## src/trace_elem_pkg.sv

```systemverilog
package trace_elem_pkg;

   localparam int unsigned COUNT_W = 8;
   localparam int unsigned EVENT_W = 2;
   localparam int unsigned EVNUM_W = 1;
   localparam int unsigned PAYLOAD_W = 8;
   localparam int unsigned MAX_SPEC_DEFAULT = 32;
   localparam int unsigned FIFO_DEPTH_DEFAULT = 16;

   // Instruction classes reported by the pipeline
   typedef enum logic [3:0] {
      INSN_OTHER,
      INSN_BRANCH_UNCOND,
      INSN_BRANCH_COND,
      INSN_CMP_BRANCH,
      INSN_SYNC_BARRIER,
      INSN_TXN_BEGIN,
      INSN_WAIT,
      INSN_INDIRECT
   } insn_class_t;

   // Element kinds on the output stream
   typedef enum logic [3:0] {
      ELEM_ATOM_E,
      ELEM_ATOM_N,
      ELEM_CANCEL,
      ELEM_COMMIT,
      ELEM_DISCARD,
      ELEM_MISPREDICT,
      ELEM_EVENT,
      ELEM_OVERFLOW,
      ELEM_TXN_START,
      ELEM_TXN_COMMIT,
      ELEM_TXN_FAIL,
      ELEM_TRACE_ON
   } elem_kind_t;

   typedef struct packed {
      elem_kind_t kind;
      logic [PAYLOAD_W-1:0] payload;
   } elem_t;

   // One retired or speculative report per cycle
   typedef struct packed {
      logic valid;
      insn_class_t cls;
      logic taken;
      logic ctx_sync;
   } insn_rpt_t;

   // Speculation resolution and state report
   typedef struct packed {
      logic [COUNT_W-1:0] commit_cnt;
      logic [COUNT_W-1:0] cancel_cnt;
      logic mispredict;
      logic trace_active;
      logic in_txn;
      logic txn_ok_exit;
      logic txn_fail;
   } spec_rpt_t;

   localparam logic [COUNT_W-1:0] CNT_ZERO = 8'h00;
   localparam logic [PAYLOAD_W-1:0] PAY_ZERO = 8'h00;

endpackage : trace_elem_pkg

```

## src/trace_spec_elem_gen.sv

```systemverilog
module trace_spec_elem_gen #(
   parameter int unsigned MAX_SPEC = trace_elem_pkg::MAX_SPEC_DEFAULT,
   parameter int unsigned FIFO_DEPTH = trace_elem_pkg::FIFO_DEPTH_DEFAULT
) (
   // Clock and reset
   input wire logic i_sys_clk,
   input wire logic i_sys_rst,
   // Pipeline reports
   input wire trace_elem_pkg::insn_rpt_t i_insn,
   input wire trace_elem_pkg::spec_rpt_t i_spec,
   input wire logic [trace_elem_pkg::EVENT_W-1:0] i_event_fire,
   input wire logic i_wait_insn_select_field,
   // Stall back to the pipeline
   output logic o_stall,
   // Element stream
   output logic o_elem_valid,
   output trace_elem_pkg::elem_t o_elem,
   input wire logic i_elem_ready
);

   localparam int unsigned SLOTS = 8;
   localparam int unsigned EW = $bits(trace_elem_pkg::elem_t);

   typedef struct packed {
      logic [trace_elem_pkg::COUNT_W-1:0] outstanding;
      logic [trace_elem_pkg::COUNT_W-1:0] cancel_acc;
      logic last_atom_taken;
      logic have_atom;
      logic trace_on;
      logic txn_open;
      logic in_txn;
      logic overflow_pend;
      logic fail_pend;
      trace_elem_pkg::elem_t [SLOTS-1:0] pend;
      logic [$clog2(SLOTS+1)-1:0] pend_n;
      logic stall;
      logic out_valid;
      trace_elem_pkg::elem_t out;
   } gen_state_t;

   gen_state_t s_q, s_d;
   trace_elem_pkg::elem_t [SLOTS-1:0] slot;
   logic [SLOTS-1:0] slot_v;
   logic [$clog2(SLOTS+1)-1:0] nslot;
   logic fifo_ready;
   logic fifo_full_drop;
   logic is_bp;
   logic atom_e;
   logic [trace_elem_pkg::COUNT_W:0] sum;

   // Emits into the FIFO one element per cycle from s_q.out
   trace_elem_fifo #(
      .WIDTH(EW),
      .DEPTH(FIFO_DEPTH)
   ) u_fifo (
      .i_sys_clk(i_sys_clk),
      .i_sys_rst(i_sys_rst),
      .i_in_valid(s_q.out_valid),
      .i_in_data(s_q.out),
      .o_in_ready(fifo_ready),
      .o_out_valid(o_elem_valid),
      .o_out_data(o_elem),
      .i_out_ready(i_elem_ready)
   );

   always_comb begin
      s_d = s_q;
      slot = '0;
      slot_v = '0;
      nslot = '0;
      is_bp = 1'b0;
      atom_e = 1'b0;
      sum = '0;
      fifo_full_drop = s_q.out_valid && !fifo_ready;
      s_d.out_valid = 1'b0;
      s_d.out = s_q.out;
      if (s_q.stall) begin
         // Single-element recovery cycle; pipeline is held meanwhile
         if (s_q.overflow_pend) begin
            s_d.out = '{kind: trace_elem_pkg::ELEM_OVERFLOW, payload: trace_elem_pkg::PAY_ZERO};
            s_d.out_valid = 1'b1;
            s_d.overflow_pend = 1'b0;
         end else if (s_q.fail_pend) begin
            s_d.out = '{kind: trace_elem_pkg::ELEM_TXN_FAIL, payload: trace_elem_pkg::PAY_ZERO};
            s_d.out_valid = 1'b1;
            s_d.fail_pend = 1'b0;
            s_d.txn_open = 1'b0;
         end else if (s_q.pend_n != '0) begin
            // Rest of a multi-element cycle, kept in build order
            s_d.out = s_q.pend[0];
            s_d.out_valid = 1'b1;
            for (int i = 0; i < SLOTS - 1; i++) begin
               s_d.pend[i] = s_q.pend[i + 1];
            end
            s_d.pend[SLOTS-1] = '0;
            s_d.pend_n = s_q.pend_n - 1'b1;
         end else if (s_q.in_txn && !s_q.txn_open && s_q.trace_on) begin
            s_d.out = '{kind: trace_elem_pkg::ELEM_TXN_START, payload: trace_elem_pkg::PAY_ZERO};
            s_d.out_valid = 1'b1;
            s_d.txn_open = 1'b1;
         end
         s_d.stall = fifo_full_drop || s_d.overflow_pend || s_d.fail_pend
            || s_d.pend_n != '0 || (s_q.in_txn && !s_d.txn_open && s_q.trace_on);
      end else begin
         // Ordered build of this cycle's elements into slots
         if (!s_q.trace_on && i_spec.trace_active) begin
            slot[nslot[2:0]] = '{kind: trace_elem_pkg::ELEM_TRACE_ON,
               payload: trace_elem_pkg::PAY_ZERO};
            slot_v[nslot[2:0]] = 1'b1;
            nslot = nslot + 1'b1;
            if (i_spec.in_txn && !s_q.txn_open) begin
               slot[nslot[2:0]] = '{kind: trace_elem_pkg::ELEM_TXN_START,
                  payload: trace_elem_pkg::PAY_ZERO};
               slot_v[nslot[2:0]] = 1'b1;
               nslot = nslot + 1'b1;
               s_d.txn_open = 1'b1;
            end
         end
         if (s_q.trace_on && !i_spec.trace_active && s_q.outstanding != trace_elem_pkg::CNT_ZERO) begin
            slot[nslot[2:0]] = '{kind: trace_elem_pkg::ELEM_DISCARD,
               payload: trace_elem_pkg::PAY_ZERO};
            slot_v[nslot[2:0]] = 1'b1;
            nslot = nslot + 1'b1;
            s_d.outstanding = trace_elem_pkg::CNT_ZERO;
            s_d.cancel_acc = trace_elem_pkg::CNT_ZERO;
            s_d.have_atom = 1'b0;
         end
         if (i_spec.trace_active) begin
            // Merged cancel flushed before any new branch point
            is_bp = i_insn.valid && (i_insn.cls != trace_elem_pkg::INSN_OTHER)
               && !(i_insn.cls == trace_elem_pkg::INSN_WAIT && !i_wait_insn_select_field);
            sum = {1'b0, s_q.cancel_acc} + {1'b0, i_spec.cancel_cnt};
            if (i_spec.cancel_cnt != trace_elem_pkg::CNT_ZERO) begin
               s_d.outstanding = (i_spec.cancel_cnt >= s_q.outstanding)
                  ? trace_elem_pkg::CNT_ZERO
                  : s_q.outstanding - i_spec.cancel_cnt;
               s_d.have_atom = 1'b0;
               if (s_q.txn_open && s_q.outstanding <= i_spec.cancel_cnt) begin
                  s_d.txn_open = 1'b0;
               end
            end
            s_d.cancel_acc = sum[trace_elem_pkg::COUNT_W-1:0];
            if ((is_bp || i_spec.mispredict || i_spec.commit_cnt != trace_elem_pkg::CNT_ZERO)
                  && s_d.cancel_acc != trace_elem_pkg::CNT_ZERO) begin
               slot[nslot[2:0]] = '{kind: trace_elem_pkg::ELEM_CANCEL,
                  payload: s_d.cancel_acc};
               slot_v[nslot[2:0]] = 1'b1;
               nslot = nslot + 1'b1;
               s_d.cancel_acc = trace_elem_pkg::CNT_ZERO;
            end
            if (i_spec.commit_cnt != trace_elem_pkg::CNT_ZERO) begin
               // Count-only commit: analyzer retires oldest first
               slot[nslot[2:0]] = '{kind: trace_elem_pkg::ELEM_COMMIT,
                  payload: i_spec.commit_cnt};
               slot_v[nslot[2:0]] = 1'b1;
               nslot = nslot + 1'b1;
               s_d.outstanding = (i_spec.commit_cnt >= s_d.outstanding)
                  ? trace_elem_pkg::CNT_ZERO : s_d.outstanding - i_spec.commit_cnt;
            end
            if (i_spec.mispredict && s_d.have_atom) begin
               slot[nslot[2:0]] = '{kind: trace_elem_pkg::ELEM_MISPREDICT,
                  payload: trace_elem_pkg::PAY_ZERO};
               slot_v[nslot[2:0]] = 1'b1;
               nslot = nslot + 1'b1;
               s_d.last_atom_taken = !s_q.last_atom_taken;
            end
            if (is_bp) begin
               case (i_insn.cls)
                  trace_elem_pkg::INSN_SYNC_BARRIER: atom_e = i_insn.ctx_sync;
                  trace_elem_pkg::INSN_TXN_BEGIN: atom_e = 1'b1;
                  trace_elem_pkg::INSN_WAIT: atom_e = 1'b1;
                  trace_elem_pkg::INSN_BRANCH_COND: atom_e = i_insn.taken;
                  trace_elem_pkg::INSN_CMP_BRANCH: atom_e = i_insn.taken;
                  default: atom_e = 1'b1;
               endcase
               // Barrier without context sync is not a traced branch point
               if (!(i_insn.cls == trace_elem_pkg::INSN_SYNC_BARRIER && !atom_e)) begin
                  slot[nslot[2:0]] = '{kind: atom_e ? trace_elem_pkg::ELEM_ATOM_E
                     : trace_elem_pkg::ELEM_ATOM_N, payload: trace_elem_pkg::PAY_ZERO};
                  slot_v[nslot[2:0]] = 1'b1;
                  nslot = nslot + 1'b1;
                  s_d.last_atom_taken = atom_e;
                  s_d.have_atom = 1'b1;
                  if (s_d.outstanding < trace_elem_pkg::COUNT_W'(MAX_SPEC)) begin
                     s_d.outstanding = s_d.outstanding + 1'b1;
                  end
                  if (i_insn.cls == trace_elem_pkg::INSN_TXN_BEGIN && !s_d.txn_open) begin
                     slot[nslot[2:0]] = '{kind: trace_elem_pkg::ELEM_TXN_START,
                        payload: trace_elem_pkg::PAY_ZERO};
                     slot_v[nslot[2:0]] = 1'b1;
                     nslot = nslot + 1'b1;
                     s_d.txn_open = 1'b1;
                  end
               end
            end
            if (s_q.txn_open && !i_spec.in_txn) begin
               slot[nslot[2:0]] = '{kind: i_spec.txn_ok_exit ? trace_elem_pkg::ELEM_TXN_COMMIT
                  : trace_elem_pkg::ELEM_TXN_FAIL, payload: trace_elem_pkg::PAY_ZERO};
               slot_v[nslot[2:0]] = 1'b1;
               nslot = nslot + 1'b1;
               s_d.txn_open = 1'b0;
            end else if (s_q.txn_open && i_spec.txn_fail) begin
               slot[nslot[2:0]] = '{kind: trace_elem_pkg::ELEM_TXN_FAIL,
                  payload: trace_elem_pkg::PAY_ZERO};
               slot_v[nslot[2:0]] = 1'b1;
               nslot = nslot + 1'b1;
               s_d.txn_open = 1'b0;
            end
            // Lowest event number first keeps simultaneous fires in order
            for (int e = 0; e < trace_elem_pkg::EVENT_W; e++) begin
               if (i_event_fire[e]) begin
                  slot[nslot[2:0]] = '{kind: trace_elem_pkg::ELEM_EVENT,
                     payload: trace_elem_pkg::PAYLOAD_W'(e)};
                  slot_v[nslot[2:0]] = 1'b1;
                  nslot = nslot + 1'b1;
               end
            end
         end else begin
            s_d.txn_open = 1'b0;
         end
         s_d.trace_on = i_spec.trace_active;
         s_d.in_txn = i_spec.in_txn;
         // Extra elements wait in order; the pipeline stalls while they drain
         for (int i = 0; i < SLOTS - 1; i++) begin
            s_d.pend[i] = slot[i + 1];
         end
         s_d.pend[SLOTS-1] = '0;
         if (nslot != '0) begin
            s_d.out = slot[0];
            s_d.out_valid = 1'b1;
            s_d.pend_n = nslot - 1'b1;
         end
      end
      // Set after the clear so a loss in the emitting cycle is not forgotten
      if (fifo_full_drop) begin
         s_d.overflow_pend = 1'b1;
         if (s_q.txn_open && s_d.txn_open) begin
            s_d.fail_pend = 1'b1;
         end
      end
      if (!s_q.stall) begin
         s_d.stall = fifo_full_drop || s_d.overflow_pend || s_d.pend_n != '0;
      end
   end

   always_ff @(posedge i_sys_clk) begin
      if (i_sys_rst) begin
         s_q <= '0;
      end else begin
         s_q <= s_d;
      end
   end

   assign o_stall = s_q.stall;
endmodule : trace_spec_elem_gen

```

## src/trace_elem_fifo.sv

```systemverilog
module trace_elem_fifo #(
   parameter int unsigned WIDTH = 12,
   parameter int unsigned DEPTH = 16
) (
   // Clock and reset
   input wire logic i_sys_clk,
   input wire logic i_sys_rst,
   // Fill side
   input wire logic i_in_valid,
   input wire logic [WIDTH-1:0] i_in_data,
   output logic o_in_ready,
   // Drain side
   output logic o_out_valid,
   output logic [WIDTH-1:0] o_out_data,
   input wire logic i_out_ready
);
   localparam int unsigned AW = $clog2(DEPTH);

   typedef struct packed {
      logic [DEPTH-1:0][WIDTH-1:0] mem;
      logic [AW-1:0] rd;
      logic [AW-1:0] wr;
      logic [AW:0] cnt;
      logic [WIDTH-1:0] head;
      logic nonempty;
   } fifo_state_t;

   fifo_state_t s_q, s_d;
   logic push, pop;

   always_comb begin
      s_d = s_q;
      pop = (s_q.cnt != '0) && i_out_ready;
      push = i_in_valid && (s_q.cnt != (AW+1)'(DEPTH));
      if (push) begin
         s_d.mem[s_q.wr] = i_in_data;
         s_d.wr = (s_q.wr == AW'(DEPTH-1)) ? '0 : s_q.wr + 1'b1;
      end
      if (pop) begin
         s_d.rd = (s_q.rd == AW'(DEPTH-1)) ? '0 : s_q.rd + 1'b1;
      end
      s_d.cnt = s_q.cnt + (AW+1)'(push) - (AW+1)'(pop);
      // Head and flag registered so the drain side comes straight from flops
      s_d.nonempty = s_d.cnt != '0;
      s_d.head = s_d.mem[s_d.rd];
   end

   always_ff @(posedge i_sys_clk) begin
      if (i_sys_rst) begin
         s_q <= '0;
      end else begin
         s_q <= s_d;
      end
   end

   assign o_in_ready = s_q.cnt != (AW+1)'(DEPTH);
   assign o_out_valid = s_q.nonempty;
   assign o_out_data = s_q.head;
endmodule : trace_elem_fifo

```

## config.mk

```make
export PLATFORM = sky130hd
export DESIGN_NAME = trace_spec_elem_gen
export DESIGN_NICKNAME = d
export VERILOG_FILES = /design/src/trace_elem_pkg.sv /design/src/trace_spec_elem_gen.sv /design/src/trace_elem_fifo.sv
export SDC_FILE = /design/constraint.sdc
export NUM_CORES = 1
export LEC_CHECK = 0
export BUFFER_PORTS_ARGS = -buffer_cell sky130_fd_sc_hd__buf_2
export CAP_MARGIN = 20
export CORE_ASPECT_RATIO = 1.25
export CORE_UTILIZATION = 33
export DETAILED_ROUTE_END_ITERATION = 8
export PLACE_DENSITY = 0.51
export SLEW_MARGIN = 10
export SYNTH_ARGS = -nofsm -noshare
export SYNTH_HDL_FRONTEND = slang
export SYNTH_SLANG_ARGS = --single-unit
```

## constraint.sdc

```tcl
create_clock -name i_sys_clk -period 27.2 [get_ports i_sys_clk]
set_input_delay 1.36 -clock i_sys_clk [delete_from_list [all_inputs] [get_ports i_sys_clk]]
set_output_delay 1.36 -clock i_sys_clk [all_outputs]
set_load 0.005 [all_outputs]
```

==> results.py, run 1 <==
metrics = {
    "run_status": {
        "status": "finished with violations",
        "violations": "DRC",
    },
    "synth": {
        "syn-num-nets": 2819,
        "synthArstFlopShare_pct": 0,
        "synth-seq-area-share_pct": 34.8,
        "synth_top_area_cell": "dfxtp_1",
        "ys_ff_latch": 342,
        "synth_edf_count": 0,
        "synth-xor-area-share_pct": 3.15,
        "synthTopCellsByCount": "583 x nand2_1, 342 x dfxtp_1, 322 x a21oi_1",
        "yosys.area_share.simple_pct": 24.5,
        "synthMuxAreaShare_pct": 1.11,
        "syn_avg_cell_area_sq_um": 7.18,
        "syn_area_sq_um": 19700,
        "synth_cells": 2736,
        "synth-compound-area-share_pct": 27.5,
        "yosysWarningCount": 0,
        "synthAdderAreaFrac_pct": 3.27,
        "synth_top_family_by_area": "compound AO/OA/AOI/OAI gates",
        "synthFlopType": "dfxtp_1",
        "synth_top_area_share_pct": 34.8,
        "yosys-top-cells-area": "dfxtp_1 35%, nand2_1 11%, a21oi_1 8.2%, nor2_1 5.9%, clkbuf_1 3.8%",
        "yosysMostFrequentCell": "nand2_1",
        "yosysUniqueCellTypes": 96,
    },
    "cts": {
        "ctsHoldBuffers": 0,
        "clkSlewWorstSetupHoldPaths_ns": 0.06,
        "cts_resized": 0,
        "cts_max_path_buffers": 3,
        "cts_buffers": 40,
        "cts_tree": "yes",
        "cts_max_level": 2,
        "cts.sinks": 342,
        "cts_setup_buffers": 0,
        "insertion_delay_ns": 0.57,
        "clock-root-buffer": "clkbuf_16",
    },
    "timing": {
        "fmax_ghz": 0.0977,
        "slew_headroom_pct": 21.9,
        "tns_ns": 0,
        "clock_skew_ns": 0.0258,
        "rsz0062_at_grt": "no",
        "setup_violations": 0,
        "fin_crit_ns": 10.23,
        "fin_crit_sh_pct": 37.6,
        "drv_slew": 0,
        "hold_violations": 0,
        "tightest_slew_ns": 1.17,
    },
    "final_layout": {
        "antennaDiodeCount": 0,
        "fin_nets": 2740,
        "fin_area_sq_um": 21700,
        "areaGrowthSynthToFinish_pct": 10.6,
        "layout-drive-gt1-share_pct": 8.08,
    },
    "floorplan": {
        "die_height_um": 275,
        "die-area_sq_um": 60500,
        "die_w_um": 220,
        "pin_count": 48,
        "start_util_pct": 33.5,
        "row_count": 99,
        "core_sq_um": 58600,
    },
    "critical_path": {
        "crit_path_start": "i_spec[5]",
        "required_ns": 27.71,
        "r2r_start": "s_q[130]",
        "critical_path_class": "input port to flop",
        "critical_path_arrival_ns": 10.74,
        "cp-start-kind": "input port",
        "crit_top_cell": "ha_1",
        "cp_slowest_cell": "or4_4",
        "crit_fanout": 12,
        "end_kind": "flop",
        "cp_slowest_stage_delay_ns": 0.58,
    },
    "worst_hold_path": {
        "hold_class": "flop to flop",
        "hold_start": "s_q[101]",
    },
    "grt": {
        "track_usage_pct": 23.2,
        "grt_max_degree": 132,
        "antenna_found_initial": 1,
        "grt_pass1_vias": 18414,
        "grt_pass1_wl_mm": 110,
        "grt_overflow": 0,
    },
    "drt": {
        "via_count": 19587,
        "first_pass_iters": 8,
        "avgRoutedWirePerCell_um": 20.7,
        "finalWirelength_mm": 71.1,
        "drc": 3,
        "ant_nets": 0,
        "first_iter_violations": 1722,
        "routed_via_density": 5.69,
    },
    "place": {
        "place_area_sq_um": 20400,
        "io_buffers": 47,
        "place.gp.congestion": 0.922,
        "hpwlAfterDp_mm": 50.0,
    },
    "pwr": {
        "ir_drop_uv": 50.2,
        "powerDensity_nw_per_um2": 85.3,
        "p_leak_nw": 7.81,
    },
    "run": {
        "maxCapViolCount": 0,
    },
}
worst max-delay path, delay by kind of cell:
kind	cells	cell delay, ns
AND/OR/NAND/NOR	12	2.97
adder cells (fa/ha/maj)	8	2.56
AO/OA/AOI/OAI	9	2.25
buffers and inverters	5	0.97
XOR/XNOR	2	0.32
multiplexers	2	0.30
power breakdown:
part / internal, W / switching (W) / total (W) / leakage [nW]
combinational: 0.000222 / 0.000509 / 0.000731 / 4.41
clock: 0.000314 / 0.000223 / 0.000537 / 0.638
sequential: 0.000552 / 0.0000344 / 0.000587 / 2.77
total: 0.00109 / 0.000767 / 0.00185 / 7.81
layout make-up:
class,instances,area (sq um)
fill,6181,36900
inverter,53,199
timing repair buffer,103,669
clock buffer,53,1140
tap,757,947
clock inverter,16,146
multi-input combinational,2117,11800
sequential,342,6850
logic make-up after synthesis:
group,after synthesis
AOI/OAI and AO/OA,853
muxes,21
buffers and inverters,277
adders and majority gates,49
and+or+nand+nor,1138
xor gates and xnor gates,55
DFF,342
other,1
cells in the final DEF (no fill, tap or decap), types with 46 or more instances in the layout:
master	instances
o21ai_0	120
a21oi_1	322
dfxtp_1	341
buf_2	46
o22ai_1	75
a22oi_1	50
nor3_1	79
nand2_1	583
nor2_1	309
buf_4	55
inv_1	49
sequential cells by signal (all words and copies together) (netlist names):
name / count
u_fifo.o_out_valid: 1
u_fifo.s_q: 205
u_fifo.o_out_data: 12
o_stall: 1
s_q: 123
metrics by stage:
stage               instances  setup slack [ns]  power, W  utilization [%]  hold WS, ns
finish                   3441             16.97   0.00185             37.1        0.453
floorplan                2736             17.77   0.00108                -        0.431
detailed placement       3371             16.52   0.00132             34.9        0.445
CTS                      3440             17.09   0.00186             37.1        0.454
global route             3441             16.39   0.00196             37.1        0.469
global placement         3371             16.73   0.00132             34.9        0.442
metal layers:
| metal | part of all wire, % | global-route usage (%) |
|---|---|---|
| met5 | 0.018 | 0 |
| met4 | 4.3 | 9.95 |
| met3 | 4.4 | 2.69 |
| met2 | 50 | 40.6 |
| met1 | 42 | 28.4 |
worst paths after layout:
path         endpoint  slack (ns)  cells after the start
max            s_q[6]       16.97                     38
min          s_q[101]        0.45                      2
max reg2reg    s_q[6]       17.10                     36
min reg2reg  s_q[101]        0.45                      2
Power figures use the tool's default switching activity.
==> inputs of run 2 (changes only) <==
--- a/config.mk
+++ b/config.mk
@@ -5,6 +5,7 @@
 export SDC_FILE = /design/constraint.sdc
 export NUM_CORES = 1
 export LEC_CHECK = 0
+export ABC_AREA = 1
 export BUFFER_PORTS_ARGS = -buffer_cell sky130_fd_sc_hd__buf_2
 export CAP_MARGIN = 20
 export CORE_ASPECT_RATIO = 1.25
==> constraint.sdc (replaced) <==
create_clock -name i_sys_clk -period 10.15 [get_ports i_sys_clk]
set_input_delay 0.5075 -clock i_sys_clk [delete_from_list [all_inputs] [get_ports i_sys_clk]]
set_output_delay 0.5075 -clock i_sys_clk [all_outputs]
set_load 0.005 [all_outputs]
==> results.py, run 2 <==
metrics = {
    "cts": {
        "clock-root-buffer": "clkbuf_16",
        "cts_max_level": 2,
        "cts_resized": 0,
        "insertion_delay_ns": 0.59,
        "cts.sinks": 342,
        "clkSlewWorstSetupHoldPaths_ns": 0.07,
        "ctsHoldBuffers": 0,
        "cts_setup_buffers": 0,
        "cts_buffers": 40,
        "cts_tree": "yes",
        "cts_max_path_buffers": 3,
    },
    "final_layout": {
        "layout.area.seq_sq_um": 6850,
        "layout_common_cells": "498 x nand2_1, 411 x o21ai_0, 386 x nor2_1, 359 x inv_1, 341 x dfxtp_1",
        "mostFrequentLayoutCell": "nand2_1",
        "antennaDiodeCount": 0,
        "largest_register": "u_fifo.s_q",
        "largest_reg_flops": 205,
        "fin_nets": 2965,
        "final.fill_count": 6246,
        "layout-drive-gt1-share_pct": 8.19,
        "areaGrowthSynthToFinish_pct": 10.6,
        "utilization_pct": 37.1,
        "multiInputGateArea_sq_um": 10300,
    },
    "pwr": {
        "ir_drop_uv": 142,
        "p_leak_nw": 8.31,
        "powerDensity_nw_per_um2": 239,
        "p_total_w": 0.00511,
    },
    "critical_path": {
        "cp_slowest_cell": "fa_1",
        "cp-start-kind": "flop",
        "critical_path_class": "flop to flop",
        "crit_top_cell": "nand2_1",
        "required_ns": 10.65,
        "crit_fanout": 13,
        "critical_path_arrival_ns": 7.02,
        "cp_slowest_stage_delay_ns": 0.43,
        "end_kind": "flop",
    },
    "timing": {
        "fin_crit_sh_pct": 64.2,
        "clock_skew_ns": 0.0478,
        "hold_violations": 0,
        "hold_slack_ns": 0.289,
        "tightest_slew_ns": 1.08,
        "fmax_ghz": 0.153,
        "setup_violations": 0,
        "drv_slew": 0,
        "rsz0062_at_grt": "no",
        "tns_ns": 0,
        "slew_headroom_pct": 27.7,
        "fin_crit_ns": 6.52,
    },
    "synth": {
        "synthFlopType": "dfxtp_1",
        "yosysMostFrequentCell": "nand2_1",
        "syn_area_sq_um": 19300,
        "syn-num-nets": 3013,
        "synth-seq-area-share_pct": 35.5,
        "synth_top_area_share_pct": 35.5,
        "synthArstFlopShare_pct": 0,
        "yosysWarningCount": 0,
        "synthTopCellsByCount": "498 x nand2_1, 411 x o21ai_0, 389 x nor2_1",
        "ys_ff_latch": 342,
        "synth_top_area_cell": "dfxtp_1",
        "synth_edf_count": 0,
        "yosysUniqueCellTypes": 64,
        "syn_avg_cell_area_sq_um": 6.58,
        "synth_cells": 2930,
        "yosys-top-cells-area": "dfxtp_1 35%, o21ai_0 11%, nand2_1 9.7%, nor2_1 7.6%, inv_1 7.0%",
    },
    "grt": {
        "antenna_found_initial": 0,
        "grt_overflow": 0,
        "grt_pass1_vias": 18067,
        "grt_pass1_wl_mm": 102,
        "track_usage_pct": 21.9,
        "grt_max_degree": 114,
    },
    "drt": {
        "finalWirelength_mm": 66.1,
        "ant_nets": 0,
        "drc": 0,
        "first_iter_violations": 1453,
        "via_count": 18942,
        "routed_via_density": 5.18,
        "first_pass_iters": 8,
        "avgRoutedWirePerCell_um": 18.1,
    },
    "floorplan": {
        "start_util_pct": 33.5,
        "die_height_um": 272,
        "pin_count": 48,
        "die-area_sq_um": 59400,
        "die_w_um": 218,
        "core_sq_um": 57500,
        "row_count": 98,
    },
    "run_status": {
        "status": "finished, final reports clean",
    },
    "worst_hold_path": {
        "hold_class": "input port to flop",
    },
    "place": {
        "place.gp.congestion": 0.969,
        "hpwlAfterDp_mm": 46.5,
        "io_buffers": 47,
    },
    "run": {
        "maxCapViolCount": 0,
    },
}
==> run 2: cell types whose count changed in the layout (fill, tap and decap cells not counted), sizes merged, moves of 29 or more <==
cell / previous run / this run
inv: 54 / 381
o21ai: 127 / 416
nand3: 45 / 177
nor2: 310 / 397
a21oi: 323 / 245
nor3: 86 / 18
o22ai: 76 / 16
nand2: 583 / 534
a211oi: 42 / 4
a22oi: 50 / 21
==> run 2: worst paths after layout <==
path / end / from / depth (start not counted) / slack (ns)
max: s_q[6] / s_q[121] / 43 / 3.63
min: s_q[79] / i_spec[14] / 3 / 0.29
max reg2reg: s_q[6] / s_q[121] / 43 / 3.63
min reg2reg: s_q[94] / s_q[94] / 2 / 0.46
==> run 2: final cells by class <==
| type | instances | area share, % |
|---|---|---|
| Multi-Input combinational cell | 2038 | 48.3 |
| Sequential cell | 342 | 32.1 |
| Clock inverter | 11 | 0.885 |
| Clock buffer | 56 | 5.35 |
| Tap cell | 750 | 4.40 |
| Timing Repair Buffer | 78 | 2.25 |
| Inverter | 382 | 6.75 |
==> run 2: critical path, delay by kind of cell, from the launching register on <==
| kind | cells | cell delay, ns |
|---|---|---|
| adders and majority gates | 8 | 2.31 |
| buffers and inverters | 5 | 0.52 |
| AOI/OAI and AO/OA | 4 | 0.62 |
| DFF | 1 | 0.31 |
| and+or+nand+nor | 26 | 2.65 |
==> run 2: kinds of logic (layout without fill, tap and decap cells) <==
logic type | after synthesis | count (layout) | synth area share (%)
fa+ha+maj | 49 | 49 | 3.33
buf+inv | 550 | 527 | 11.3
flops | 342 | 342 | 35.5
compound gates | 796 | 796 | 22.7
other cells | 1 | 1 | 0.0194
xor+xnor | 21 | 21 | 1.05
simple gates | 1171 | 1171 | 26.1
==> run 2: where the power goes <==
part	internal, W	switching (W)
sequential	0.00152	0.000113
combinational	0.000569	0.00142
clock	0.000867	0.000612
total	0.00296	0.00215
==> run 2: per-stage QoR <==
| stage | area, sq um | setup slack, ns | cells |
|---|---|---|---|
| 2_1_floorplan | 19300 | 4.14 | 2930 |
| 5_1_grt | 21300 | 3.06 | 3657 |
| 4_1_cts | 21300 | 3.64 | 3657 |
| 3_3_place_gp | 20000 | 3.39 | 3589 |
| 6_report | 21300 | 3.63 | 3657 |
| 3_5_place_dp | 20000 | 3.32 | 3590 |
==> run 2: routing by layer <==
layer	wire length, um	vias up	global-route usage (%)	share of wire [%]
li1	-	9514	-	-
met1	28300	8861	26.1	43
met2	32200	430	38.7	49
met3	2340	137	2.56	3.5
met4	3210	0	10.6	4.9
met5	0	-	0	0
